## src/sadc_pkg.sv

```systemverilog
// Constants, types and helpers for the serial converter sequencer
package sadc_pkg;

    // ******************************************************
    // Conversion timing, in system clock cycles
    // ******************************************************
    localparam int SADC_CONV_CYCLES = 36;
    localparam int SADC_ACQ_CYCLES  = 12;
    localparam int SADC_STEP_CYCLES = 3;
    localparam int SADC_RES_BITS    = 8;
    localparam logic [5:0] SADC_CONV_LAST = 6'(SADC_CONV_CYCLES - 1);
    localparam logic [5:0] SADC_ACQ_LAST  = 6'(SADC_ACQ_CYCLES - 1);
    localparam logic [1:0] SADC_STEP_LAST = 2'(SADC_STEP_CYCLES - 1);
    localparam logic [1:0] SADC_CS_BLANK  = 2'h3;

    // ******************************************************
    // Frame and channel constants
    // ******************************************************
    localparam logic [3:0] SADC_FRAME_EDGES = 4'h8;
    localparam logic [3:0] SADC_LAST_EDGE   = 4'h7;
    localparam logic [4:0] SADC_SELFTEST_CH = 5'h13;
    localparam logic [7:0] SADC_SAR_MSB     = 8'h80;

    // ******************************************************
    // Types
    // ******************************************************
    typedef enum logic [1:0] {SADC_IDLE, SADC_ACQ, SADC_SAR} sadc_phase_t;

    // Analog front-end controls, all registered
    typedef struct packed {
        logic       hold;
        logic [4:0] mux_sel;
        logic [7:0] dac;
    } sadc_ana_t;

    typedef struct packed {
        logic [1:0]  cs_s;
        logic [1:0]  clk_s;
        logic [1:0]  addr_s;
        logic [1:0]  cmp_s;
        logic [1:0]  mode_s;
        logic [1:0]  hreq_s;
        logic        cs_q;
        logic        clk_q;
        logic [1:0]  blank;
        logic [3:0]  edge_cnt;
        logic [7:0]  shift_in;
        logic [7:0]  shift_out;
        logic [4:0]  chan_store;
        sadc_phase_t phase;
        logic [5:0]  cnt;
        logic [1:0]  step;
        logic [7:0]  sar;
        logic [7:0]  mask;
        logic [7:0]  result;
        logic        sdo;
        logic        sdo_oe;
        logic        busy;
        sadc_ana_t   ana;
    } sadc_state_t;

    // Addresses whose low five bits lie beyond the last input select the self-test source; upper bits are ignored
    function automatic logic [4:0] sadc_chan(input logic [7:0] addr);
        sadc_chan = (addr[4:0] > SADC_SELFTEST_CH) ? SADC_SELFTEST_CH
                                                   : addr[4:0];
    endfunction : sadc_chan

endpackage : sadc_pkg

```

## src/sadc_top.sv

```systemverilog
// Control and serial interface of the 8-bit serial converter sequencer
`timescale 1ns/100ps
// ******************************************************
// ******************************************************
module sadc_top
    import sadc_pkg::*;
(
    input  wire logic      sys_clk,
    input  wire logic      resetn,
    input  wire logic      cs_n,
    input  wire logic      io_clk,
    input  wire logic      addr_in,
    input  wire logic      cmp_in,
    input  wire logic      sh_host_mode,
    input  wire logic      sh_hold_req,
    output logic           sdo,
    output logic           sdo_oe,
    output logic           conv_busy,
    output sadc_ana_t      ana
);

    localparam sadc_state_t SADC_RESET = '{
        cs_s: 2'h3, clk_s: 2'h0, addr_s: 2'h0, cmp_s: 2'h0,
        mode_s: 2'h0, hreq_s: 2'h0, cs_q: 1'b1, clk_q: 1'b0,
        blank: 2'h0, edge_cnt: 4'h0, shift_in: 8'h00,
        shift_out: 8'h00, chan_store: 5'h00, phase: SADC_IDLE,
        cnt: 6'h00, step: 2'h0, sar: 8'h00, mask: 8'h00,
        result: 8'h00, sdo: 1'b0, sdo_oe: 1'b0, busy: 1'b0,
        ana: '{hold: 1'b0, mux_sel: 5'h00, dac: 8'h00}};

    sadc_state_t st;
    sadc_state_t next_st;
    logic        cs_edge;
    logic        active;
    logic        io_rise;
    logic        io_fall;
    logic        host_hold;
    logic        take_bit;

    // ******************************************************
    // Edge detection on synchronised pins
    // ******************************************************
    // Shift clock is oversampled; it must stay well below sys_clk
    assign cs_edge   = st.cs_s[1] != st.cs_q;
    assign io_rise   = st.clk_s[1] & ~st.clk_q;
    assign io_fall   = ~st.clk_s[1] & st.clk_q;
    assign active    = ~st.cs_q & ~cs_edge & (st.blank == 2'h0);
    assign host_hold = st.mode_s[1] & st.hreq_s[1];
    assign take_bit  = active & (st.edge_cnt < SADC_FRAME_EDGES);

    // ******************************************************
    // Next-state logic
    // ******************************************************
    always_comb begin
        next_st = st;
        // Two-stage synchronisers for every pin except sys_clk and resetn
        next_st.cs_s   = {st.cs_s[0], cs_n};
        next_st.clk_s  = {st.clk_s[0], io_clk};
        next_st.addr_s = {st.addr_s[0], addr_in};
        next_st.cmp_s  = {st.cmp_s[0], cmp_in};
        next_st.mode_s = {st.mode_s[0], sh_host_mode};
        next_st.hreq_s = {st.hreq_s[0], sh_hold_req};
        next_st.cs_q   = st.cs_s[1];
        next_st.clk_q  = st.clk_s[1];
        if (st.blank != 2'h0) begin
            next_st.blank = st.blank - 2'h1;
        end

        // Conversion sequencer
        case (st.phase)
            SADC_IDLE: begin
                next_st.ana.hold = host_hold;
            end
            SADC_ACQ: begin
                next_st.ana.hold = host_hold;
                next_st.cnt = st.cnt + 6'h01;
                if (st.cnt == SADC_ACQ_LAST) begin
                    next_st.phase    = SADC_SAR;
                    next_st.ana.hold = 1'b1;
                    next_st.sar      = 8'h00;
                    next_st.mask     = SADC_SAR_MSB;
                    next_st.ana.dac  = SADC_SAR_MSB;
                    next_st.step     = 2'h0;
                end
            end
            SADC_SAR: begin
                // Comparator reaches us through two flops, so each
                // trial is held three cycles before it is judged
                next_st.ana.hold = 1'b1;
                next_st.cnt  = st.cnt + 6'h01;
                next_st.step = st.step + 2'h1;
                if (st.step == SADC_STEP_LAST) begin
                    next_st.step = 2'h0;
                    // A stuck-high comparator yields all ones
                    if (st.cmp_s[1]) begin
                        next_st.sar = st.sar | st.mask;
                    end
                    next_st.mask    = st.mask >> 1;
                    next_st.ana.dac = next_st.sar | (st.mask >> 1);
                    if (st.cnt == SADC_CONV_LAST) begin
                        next_st.result = next_st.sar;
                        next_st.phase  = SADC_IDLE;
                        next_st.busy   = 1'b0;
                    end
                end
            end
            default: begin
                next_st.phase = SADC_IDLE;
                next_st.busy  = 1'b0;
            end
        endcase

        // Serial frame; a start here overrides a running conversion
        if (cs_edge) begin
            next_st.blank = SADC_CS_BLANK;
            if (!st.cs_s[1]) begin
                next_st.edge_cnt  = 4'h0;
                next_st.shift_out = st.result;
                next_st.sdo       = st.result[7];
                next_st.sdo_oe    = 1'b1;
            end else begin
                next_st.sdo_oe = 1'b0;
            end
        end else if (take_bit && io_rise) begin
            next_st.shift_in = {st.shift_in[6:0], st.addr_s[1]};
        end else if (take_bit && io_fall) begin
            next_st.edge_cnt = st.edge_cnt + 4'h1;
            if (st.edge_cnt < SADC_LAST_EDGE) begin
                // Result leaves on the same clock as the address
                next_st.shift_out = {st.shift_out[6:0], 1'b0};
                next_st.sdo       = st.shift_out[6];
            end else begin
                next_st.chan_store  = sadc_chan(st.shift_in);
                next_st.ana.mux_sel = sadc_chan(st.shift_in);
                next_st.phase       = SADC_ACQ;
                next_st.busy        = 1'b1;
                next_st.cnt         = 6'h00;
                next_st.ana.hold    = host_hold;
            end
        end
    end

    // ******************************************************
    // State register
    // ******************************************************
    always_ff @(posedge sys_clk or negedge resetn) begin
        if (!resetn) begin
            st <= SADC_RESET;
        end else begin
            st <= next_st;
        end
    end

    assign sdo       = st.sdo;
    assign sdo_oe    = st.sdo_oe;
    assign conv_busy = st.busy;
    assign ana       = st.ana;

    logic start_ev;
    assign start_ev = take_bit & ~io_rise & io_fall & ~cs_edge
                      & (st.edge_cnt == SADC_LAST_EDGE);
endmodule : sadc_top

```

## config.mk

```make
export PLATFORM = sky130hd
export DESIGN_NAME = sadc_top
export DESIGN_NICKNAME = d
export VERILOG_FILES = /design/src/sadc_pkg.sv /design/src/sadc_top.sv
export SDC_FILE = /design/constraint.sdc
export NUM_CORES = 1
export LEC_CHECK = 0
export BUFFER_PORTS_ARGS = -buffer_cell sky130_fd_sc_hd__buf_2
export CORE_MARGIN = 3
export CORE_UTILIZATION = 53
export CTS_BUF_LIST = sky130_fd_sc_hd__clkbuf_16
export DETAILED_ROUTE_END_ITERATION = 16
export PLACE_DENSITY = 0.79
export SLEW_MARGIN = 20
export SYNTH_ARGS = -nofsm -noshare
export SYNTH_HDL_FRONTEND = slang
export SYNTH_SLANG_ARGS = --single-unit
```

## constraint.sdc

```tcl
create_clock -name sys_clk -period 2.2 [get_ports sys_clk]
set_clock_uncertainty 0.15 [all_clocks]
set_input_delay 0.22 -clock sys_clk [delete_from_list [all_inputs] [get_ports sys_clk]]
set_output_delay 0.22 -clock sys_clk [all_outputs]
set_load 0.005 [all_outputs]
```

==> reports/results.ini, run 1 <==
[timing]
timing.slew.headroom_pct=66.49
worst_pin_slew_ns=0.5027
fin_crit_sh_pct=95.79
max_freq_mhz=474.5
period_minus_slack_ns=2.107
finalSetupTns_ns=0
hold_viol=0
setup_violations=0
slew_violations=0
fin_ws_ns=0.09266

[synthesis]
yosysSeqAreaShare_pct=55.79
synthSimpleGateAreaFrac_pct=12.48
synth_top_area_cell=dfrtp_1
synth_edf_count=0
synth_compound_area_share_pct=16.20
yosys.cell_types.count=48
synthMuxAreaShare_pct=4.629
yosys-top-cells-count=80 x dfrtp_1, 32 x nand2_1, 23 x o21ai_0
postSynthCellCount=323
synth_most_common_cell=dfrtp_1
synth-xor-area-share_pct=1.409
synth_ff_type=dfrtp_1
netlist.area_leader.share_pct=53.67
synth_top_family_by_area=compound AO/OA/AOI/OAI gates
synth_area_leaders=dfrtp_1 54%, mux2_2 4.2%, a22o_1 3.3%
synth_fa_ha_area_share_pct=3.019
synth_area_um2=3730
synthArstFlopShare_pct=100.0
syn_nets=340
syn_avg_cell_area_um2=11.55
yosys_warnings=0
ys_ff_latch=83

[critical_path]
cp_slowest_cell=or4_1
path_cells=inv_1 -> ha_4 -> or4_1 -> buf_6 -> mux2_4
end_kind=flop
path_class=reg2reg
start_kind=flop
required_ns=2.26
r2r_slack_ns=0.09
critPathArrivalTime_ns=2.17
crit_fanout=12
slowest_delay_ns=0.54

[die]
die_x_um=89.89
rows=29
core_area_um2=6568
die_h_um=89.89
dieArea_um2=8080
pin_count=25
initial_utilization_pct=56.79

[detailed_routing]
drt-total-wl_um=6936
drc=0
post_drt_wl_per_cell_um=15.38
drtPass1Iterations=4
drtIter0Drc=160
viasPerCell=5.501
ant_nets=0
vias=2481

[outcome]
status=complete, no violations

[grt]
grt_max_degree=43
grt_pass1_wl_um=12410
grt_pass1_vias=2616
grt_util_all_layers_pct=18.77
overflow=0
antenna_found_initial=0

[cts]
htree_levels=3
clk_latency_ns=0.33
cts_made_buffers=9
cts_tree=yes
clk_pin_slew_ns=0.06
numClockSinks=83
clockBufferDepth=2
clockRootBuffer=clkbuf_16

[final_layout]
final_util_pct=65.46
n_antenna_cell=0
layout-drive-gt1-share_pct=24.30
nets=370
areaGrowthSynthToFinish_pct=15.26

[place]
pre_cts_ws_ns=0.004222
dp_hpwl_um=4615
place_congestion=0.8041
port_buffers=24

[run]
drv_cap=0

[worst_hold_path]
hp-class=reg2reg

[power]
leakage_uw=0.002041
vdd_ir_drop_max_uv=621.1
powerDensity_nw_per_um2=742.6

## routing by layer
layer / track usage (%) / vias to the layer above / share of wire, %
li1: - / 1180 / -
met1: 23.66 / 1248 / 45
met2: 31.77 / 41 / 50
met3: 4.925 / 12 / 3.2
met4: 5.995 / 0 / 1.9
met5: 0 / - / 0
## state kept, by name, indices dropped and copies added, names as in the netlist
| signal | cells |
|---|---|
| sdo_oe | 1 |
| st | 58 |
| conv_busy | 1 |
| next_st | 8 |
| sdo | 1 |
| ana | 14 |
## kinds of logic after synthesis
| group | Yosys count |
|---|---|
| AND/OR/NAND/NOR | 87 |
| flip-flops | 83 |
| AO/OA/AOI/OAI | 82 |
| buffers and inverters | 41 |
| multiplexers | 15 |
| adder cells (fa/ha/maj) | 9 |
| XOR/XNOR | 6 |
## metrics by stage
stage	instance area (µm²)	total power [µW]	std cells	hold WS, ns
2_1_floorplan	3732	1704	323	-0.2256
3_3_place_gp	3904	1770	427	0.1643
3_5_place_dp	3904	1782	427	0.1665
4_1_cts	4265	3216	451	0.1973
5_1_grt	4299	3318	451	0.2022
6_report	4299	3192	451	0.1963
## path summary, 6_finish.rpt
check,start,end,depth (start not counted)
worst min-delay path,next_st[87],st[87],0
max in group asynchronous,resetn,next_st[91],3
worst min register to register,next_st[87],st[87],0
worst max-delay path,st[79],ana[12],5
min in group asynchronous,resetn,st[72],3
worst max register to register,st[79],ana[12],5
## what timing repair did
action / 4_1_cts / 5_1_grt
gates resized for setup: 0 / 4
hold buffers: 7 / 0
setup endpoints to repair: 6 / 24
pin swaps: 1 / 0
hold endpoints to repair: 86 / 0
buffers inserted: 1 / 0
## power breakdown
part | total, µW | internal (µW) | switching, µW
combinational | 181 | 81.8 | 99.3
sequential | 1590 | 1570 | 19.4
clock | 1430 | 862 | 563
total | 3190 | 2510 | 682
## worst max-delay path, delay by kind of cell (launching register included)
kind	cells	cell delay [ns]
adders and majority gates	1	0.25
muxes	1	0.29
DFF	1	0.52
and+or+nand+nor	1	0.54
buffers and inverters	2	0.24
## layout make-up
class                   instances  area [µm²]
well taps                      93       116.4
clock buffers                   9       225.2
repair buffers                 47       329.1
fillers                       491        2268
inverters                      13       48.80
multi-input cells             199        1440
clock inverters                 7       58.81
flip-flops and latches         83        2081
## placed cells by master (no fill, tap or decap), types with 2 or more instances in the layout
cell | netlist | routed
a211oi_1 | 2 | 2
a21o_1 | 2 | 2
a21oi_1 | 13 | 13
a22o_1 | 14 | 14
a22oi_1 | 2 | 2
a31oi_1 | 2 | 2
buf_2 | 4 | 23
buf_4 | 14 | 15
clkbuf_16 | 0 | 9
clkinv_1 | 0 | 3
clkinv_2 | 0 | 2
dfrtp_1 | 80 | 80
dfstp_2 | 3 | 3
dlygate4sd3_1 | 0 | 7
ha_1 | 9 | 7
ha_4 | 0 | 2
inv_1 | 13 | 13
mux2_2 | 14 | 14
nand2_1 | 32 | 32
nand2b_1 | 12 | 12
nand3_1 | 8 | 8
nand3b_1 | 2 | 2
nand4_1 | 4 | 4
nor2_1 | 10 | 9
nor2b_1 | 7 | 7
nor3_1 | 2 | 2
o21ai_0 | 23 | 23
o21ai_1 | 4 | 4
o22ai_1 | 3 | 3
o2bb2ai_2 | 7 | 7
o31ai_1 | 2 | 2
o41ai_1 | 2 | 2
xnor2_1 | 2 | 2
xor2_1 | 4 | 4
(Power assumes the default switching activity.)
==> run 2, diff against run 1 <==
--- a/config.mk
+++ b/config.mk
@@ -5,7 +5,7 @@
 export SDC_FILE = /design/constraint.sdc
 export NUM_CORES = 1
 export LEC_CHECK = 0
-export BUFFER_PORTS_ARGS = -buffer_cell sky130_fd_sc_hd__buf_2
+export BUFFER_PORTS_ARGS = -buffer_cell sky130_fd_sc_hd__buf_4
 export CORE_MARGIN = 3
 export CORE_UTILIZATION = 53
 export CTS_BUF_LIST = sky130_fd_sc_hd__clkbuf_16
==> run 2 against run 1 <==
  * Utilization rose by 1.6 points
  * Sequential cell count did not move
  * Largest power group unchanged
  * Combinational power barely moved
  * Sequential power barely moved
  * Non-clock buffer count rose by 1
  * Register-to-register slack got worse by 0.03 ns
  * Critical path type unchanged
  * First-iteration DRC count rose by 7.5%
==> reports/results.ini, run 2 (synthesis gave the netlist of run 1 again) <==
[critical_path]
ff2ff_path_depth=5
path_class=reg2reg
crit-reg2reg-capture=ana[12]
r2r_slack_ns=0.06
rr_startpoint=st[79]
crit_fanout=9
critPathArrivalTime_ns=2.21
end_kind=flop
start_kind=flop
required_ns=2.27

[detailed_routing]
drc=0
drt-total-wl_um=6830
vias=2485
viasPerCell=5.498
drtIter0Drc=172
ant_nets=0
drtPass1Iterations=5
post_drt_wl_per_cell_um=15.11

[grt]
groute.layer.met1.usage_pct=23.66
antenna_found_initial=0
grt_pass1_wl_um=11860
grtUsageMet3_pct=3.756
met2_usage_pct=28.95
overflow=0
grt_pass1_vias=2537
grt-busiest-layer=met2
grt_max_degree=46
grt_util_all_layers_pct=18.09

[cts]
cts_made_buffers=9
clk_pin_slew_ns=0.06
clockRootBuffer=clkbuf_16
clockBufferDepth=2
clk_latency_ns=0.33
htree_levels=3
numClockSinks=83
cts_tree=yes

[die]
initial_utilization_pct=56.79
core_area_um2=6568
rows=29
dieArea_um2=8080
pin_count=25
die_x_um=89.89
die_h_um=89.89

[run]
drv_cap=0

[timing]
timing.slew.headroom_pct=62.69
hold_viol=0
fin_ws_ns=0.06036
slew_violations=0
worst_pin_slew_ns=0.5597
max_freq_mhz=467.4
setup_violations=0
finalSetupTns_ns=0
fin_crit_sh_pct=97.26
period_minus_slack_ns=2.140
rsz0062_at_grt=no
hold_ws_ns=0.2000

[worst_hold_path]
worstHoldEndpoint=st[81]
hold_depth=0
hp-class=reg2reg
hp-start=next_st[81]

[final_layout]
areaGrowthSynthToFinish_pct=18.05
n_antenna_cell=0
top_register=st
final_util_pct=67.04
layout-drive-gt1-share_pct=24.51
largest_reg_flops=58
fillers=465
nets=371
final_cell_mix=80 x dfrtp_1, 37 x buf_4, 32 x nand2_1
final_common_cell=dfrtp_1
final_cells=452

[power]
leakage_uw=0.002079
vdd_ir_drop_max_uv=445.1
powerDensity_nw_per_um2=753.5

[place]
numPlacedInstances=425
dp_hpwl_um=4461
port_buffers=24
place_congestion=0.7680
pre_cts_ws_ns=0.01082

[outcome]
status=complete, no violations

-- run 2: changes by cell type in the layout (fill, tap and decap cells not counted), moves of 2 or more --
cell,delta
buf_12,+2
clkinv_1,-3
buf_2,-23
buf_4,+22
inv_1,+2
-- run 2: where the power goes --
group / switching [µW] / internal [µW] / total [µW]
sequential: 20.0 / 1570 / 1590
combinational: 94.6 / 86.4 / 181
clock: 569 / 981 / 1550
total: 684 / 2630 / 3320
-- run 2: cell type report --
type                       count  area, µm²  area share (%)
sequential                    83       2081           47.26
timing repair buffer          48      419.2           9.520
tap                           93      116.4           2.643
clock buffer                   9      225.2           5.115
inverter                      13      48.80           1.108
clock inverter                 7      85.08           1.932
multi-input combinational    199       1428           32.42
-- run 2: worst max-delay path: stages (launching register included) --
cell and delay (ns):
dfstp_2 0.52, inv_1 0.07, ha_4 0.25, or4_1 0.57
buf_6 0.18, mux2_4 0.29
-- run 2: worst max-delay path by stage --
| stage | startpoint | to | slack (ns) | cells after the start |
|---|---|---|---|---|
| 6_report | st[79] | ana[12] | 0.06 | 5 |
| 5_1_grt | st[79] | ana[12] | 0.03 | 5 |
| 4_1_cts | st[79] | ana[12] | 0.02 | 5 |
| 3_5_place_dp | st[79] | ana[12] | 0.01 | 5 |
| 3_3_place_gp | st[79] | sdo | 0.05 | 6 |
| 2_1_floorplan | next_st[79] | sdo | 0.07 | 6 |
-- run 2: stage by stage --
step           area [µm²]  power (µW)
2_1_floorplan        3732        1704
3_3_place_gp         3959        1775
3_5_place_dp         3959        1783
4_1_cts              4350        3356
5_1_grt              4403        3454
6_report             4403        3318
-- run 2: what timing repair did --
item	CTS	global route
pin swaps	1	0
setup endpoints to repair	2	14
setup buffers	1	3
hold buffers	7	0
resized for setup	1	2
hold endpoints to repair	49	0
-- run 2: per-layer routing --
| layer | vias up | share of wire, % |
|---|---|---|
| met3 | 9 | 3.6 |
| met4 | 0 | 1.1 |
| li1 | 1191 | - |
| met2 | 44 | 50 |
| met5 | - | 0 |
| met1 | 1241 | 45 |
==> run 3, diff against run 2 <==
--- a/config.mk
+++ b/config.mk
@@ -5,12 +5,13 @@
 export SDC_FILE = /design/constraint.sdc
 export NUM_CORES = 1
 export LEC_CHECK = 0
+export ABC_AREA = 0
 export BUFFER_PORTS_ARGS = -buffer_cell sky130_fd_sc_hd__buf_4
 export CORE_MARGIN = 3
-export CORE_UTILIZATION = 53
+export CORE_UTILIZATION = 30
 export CTS_BUF_LIST = sky130_fd_sc_hd__clkbuf_16
 export DETAILED_ROUTE_END_ITERATION = 16
-export PLACE_DENSITY = 0.79
+export PLACE_DENSITY = 0.52
 export SLEW_MARGIN = 20
 export SYNTH_ARGS = -nofsm -noshare
 export SYNTH_HDL_FRONTEND = slang
==> run 3 against run 2 <==
  * Via count is 0.89% lower
  * Final cell count is 16% higher
  * Global-route usage is 7.9 points lower
  * Worst hold slack worse by 0.0014 ns
  * Sequential power hardly changed
  * Cell area is 1.8% higher
  * Count of clock-buffer cells in the layout stayed put
  * Fmax is 1.7% higher
  * Critical path depth stayed put
  * Sequential cell count stayed put
  * Power is 1.2% higher
  * Combinational power is 3% higher
==> reports/results.ini, run 3 (synthesis gave the netlist of run 1 again) <==
[cts]
clockRootBuffer=clkbuf_16
numClockSinks=83
cts_made_buffers=9
clk_latency_ns=0.33
clockBufferDepth=2
clk_pin_slew_ns=0.06
htree_levels=3
cts_tree=yes

[power]
switching_share_pct=21.26
p_seq_share_pct=47.2
combPwrFrac_pct=5.6
vdd_ir_drop_max_uv=372.3
p_clk_share_pct=47.2
p_switching_uw=713.9
p_int_uw=2645
powerDensity_nw_per_um2=749.4
leakage_uw=0.002060

[place]
place_congestion=0.6959
numPlacedInstances=501
dp_hpwl_um=4612
port_buffers=24
pre_cts_ws_ns=-0.006694

[timing]
worst_pin_slew_ns=0.4296
fin_ws_ns=0.09524
setup_violations=0
rsz0062_at_grt=no
hold_viol=0
slew_violations=0
fin_crit_sh_pct=95.67
max_freq_mhz=475.1
timing.slew.headroom_pct=71.14
period_minus_slack_ns=2.105

[final_layout]
final_cells=524
areaGrowthSynthToFinish_pct=20.16
n_antenna_cell=0
nets=368
final_cell_mix=80 x dfrtp_1, 35 x buf_4, 32 x nand2_1
top_register=st
largest_reg_flops=58
final_util_pct=37.16
final_common_cell=dfrtp_1
layout-drive-gt1-share_pct=24.44
fillers=1193

[run]
drv_cap=0

[die]
rows=40
dieArea_um2=13810
core_area_um2=12060
pin_count=25
die_x_um=117.5
initial_utilization_pct=30.92
die_h_um=117.5

[detailed_routing]
vias=2463
drtIter0Drc=95
viasPerCell=4.700
drc=0
drtPass1Iterations=4
drt-total-wl_um=6851
ant_nets=0
post_drt_wl_per_cell_um=13.07

[worst_hold_path]
hold_depth=0
hp-class=reg2reg

[critical_path]
path_cells=inv_1 -> ha_4 -> or4_4 -> buf_6 -> mux2_4
end_kind=flop
r2r_slack_ns=0.1
slowest_delay_ns=0.54
path_class=reg2reg
ff2ff_path_depth=5
critPathArrivalTime_ns=2.17
crit_fanout=16
cp_slowest_cell=or4_4
start_kind=flop
required_ns=2.26

[outcome]
status=complete, no violations

[grt]
antenna_found_initial=0
grt_pass1_vias=2437
overflow=0
grt_util_all_layers_pct=10.21
grt_max_degree=53
grt_pass1_wl_um=11820

==> run 3: stage by stage <==
| stage | setup TNS (ns) | power (µW) | hold WS [ns] | area (µm²) |
|---|---|---|---|---|
| after floorplan | 0 | 1704 | -0.2256 | 3732 |
| after global placement | 0 | 1782 | 0.04587 | 4060 |
| after detailed placement | -0.01394 | 1790 | 0.04848 | 4060 |
| after CTS | 0 | 3398 | 0.1999 | 4461 |
| after global routing | 0 | 3507 | 0.2110 | 4482 |
| final | 0 | 3359 | 0.1986 | 4482 |
==> run 3: routing by layer <==
metal	part of all wire (%)	global-route usage, %
met1	49	14.21
met2	47	15.43
met3	3.1	2.547
met4	0.77	3.883
met5	0	0
==> run 3: critical path: cells and delay by family (launching register included) <==
kind                     cells  cell delay (ns)
multiplexers                 1             0.29
AND/OR/NAND/NOR              1             0.54
adder cells (fa/ha/maj)      1             0.25
buffers and inverters        2             0.24
flip-flops                   1             0.51
==> run 3: path summary, 6_finish.rpt <==
path / start / end
setup / recovery: st[79] / ana[12]
hold / removal: next_st[83] / st[83]
setup reg to reg: st[79] / ana[12]
hold reg to reg: next_st[83] / st[83]
max in group asynchronous: resetn / next_st[91]
min in group asynchronous: resetn / ana[4]
==> run 3: repair_timing <==
item,CTS,global route
setup endpoints to repair,7,15
hold buffers,7,0
pin swaps,0,1
resized for setup,3,3
buffers inserted,0,0
gates cloned,0,0
endpoints found under the hold margin,37,0
==> run 3: power groups by stage <==
stage / sequential, µW / combinational [µW] / clock, µW
2_1_floorplan: 1610 / 96.6 / 0
3_3_place_gp: 1610 / 169 / 0
3_5_place_dp: 1610 / 175 / 0
4_1_cts: 1590 / 186 / 1620
5_1_grt: 1590 / 215 / 1700
6_report: 1590 / 187 / 1590
==> run 3: cell type report <==
cell class	instances	area [µm²]	area share, %
flip-flops and latches	83	2081	46.43
multi-input cells	199	1440	32.13
repair buffers	45	384.1	8.571
clock buffers	9	225.2	5.025
well taps	168	210.2	4.690
clock inverters	7	92.59	2.066
inverters	13	48.80	1.089
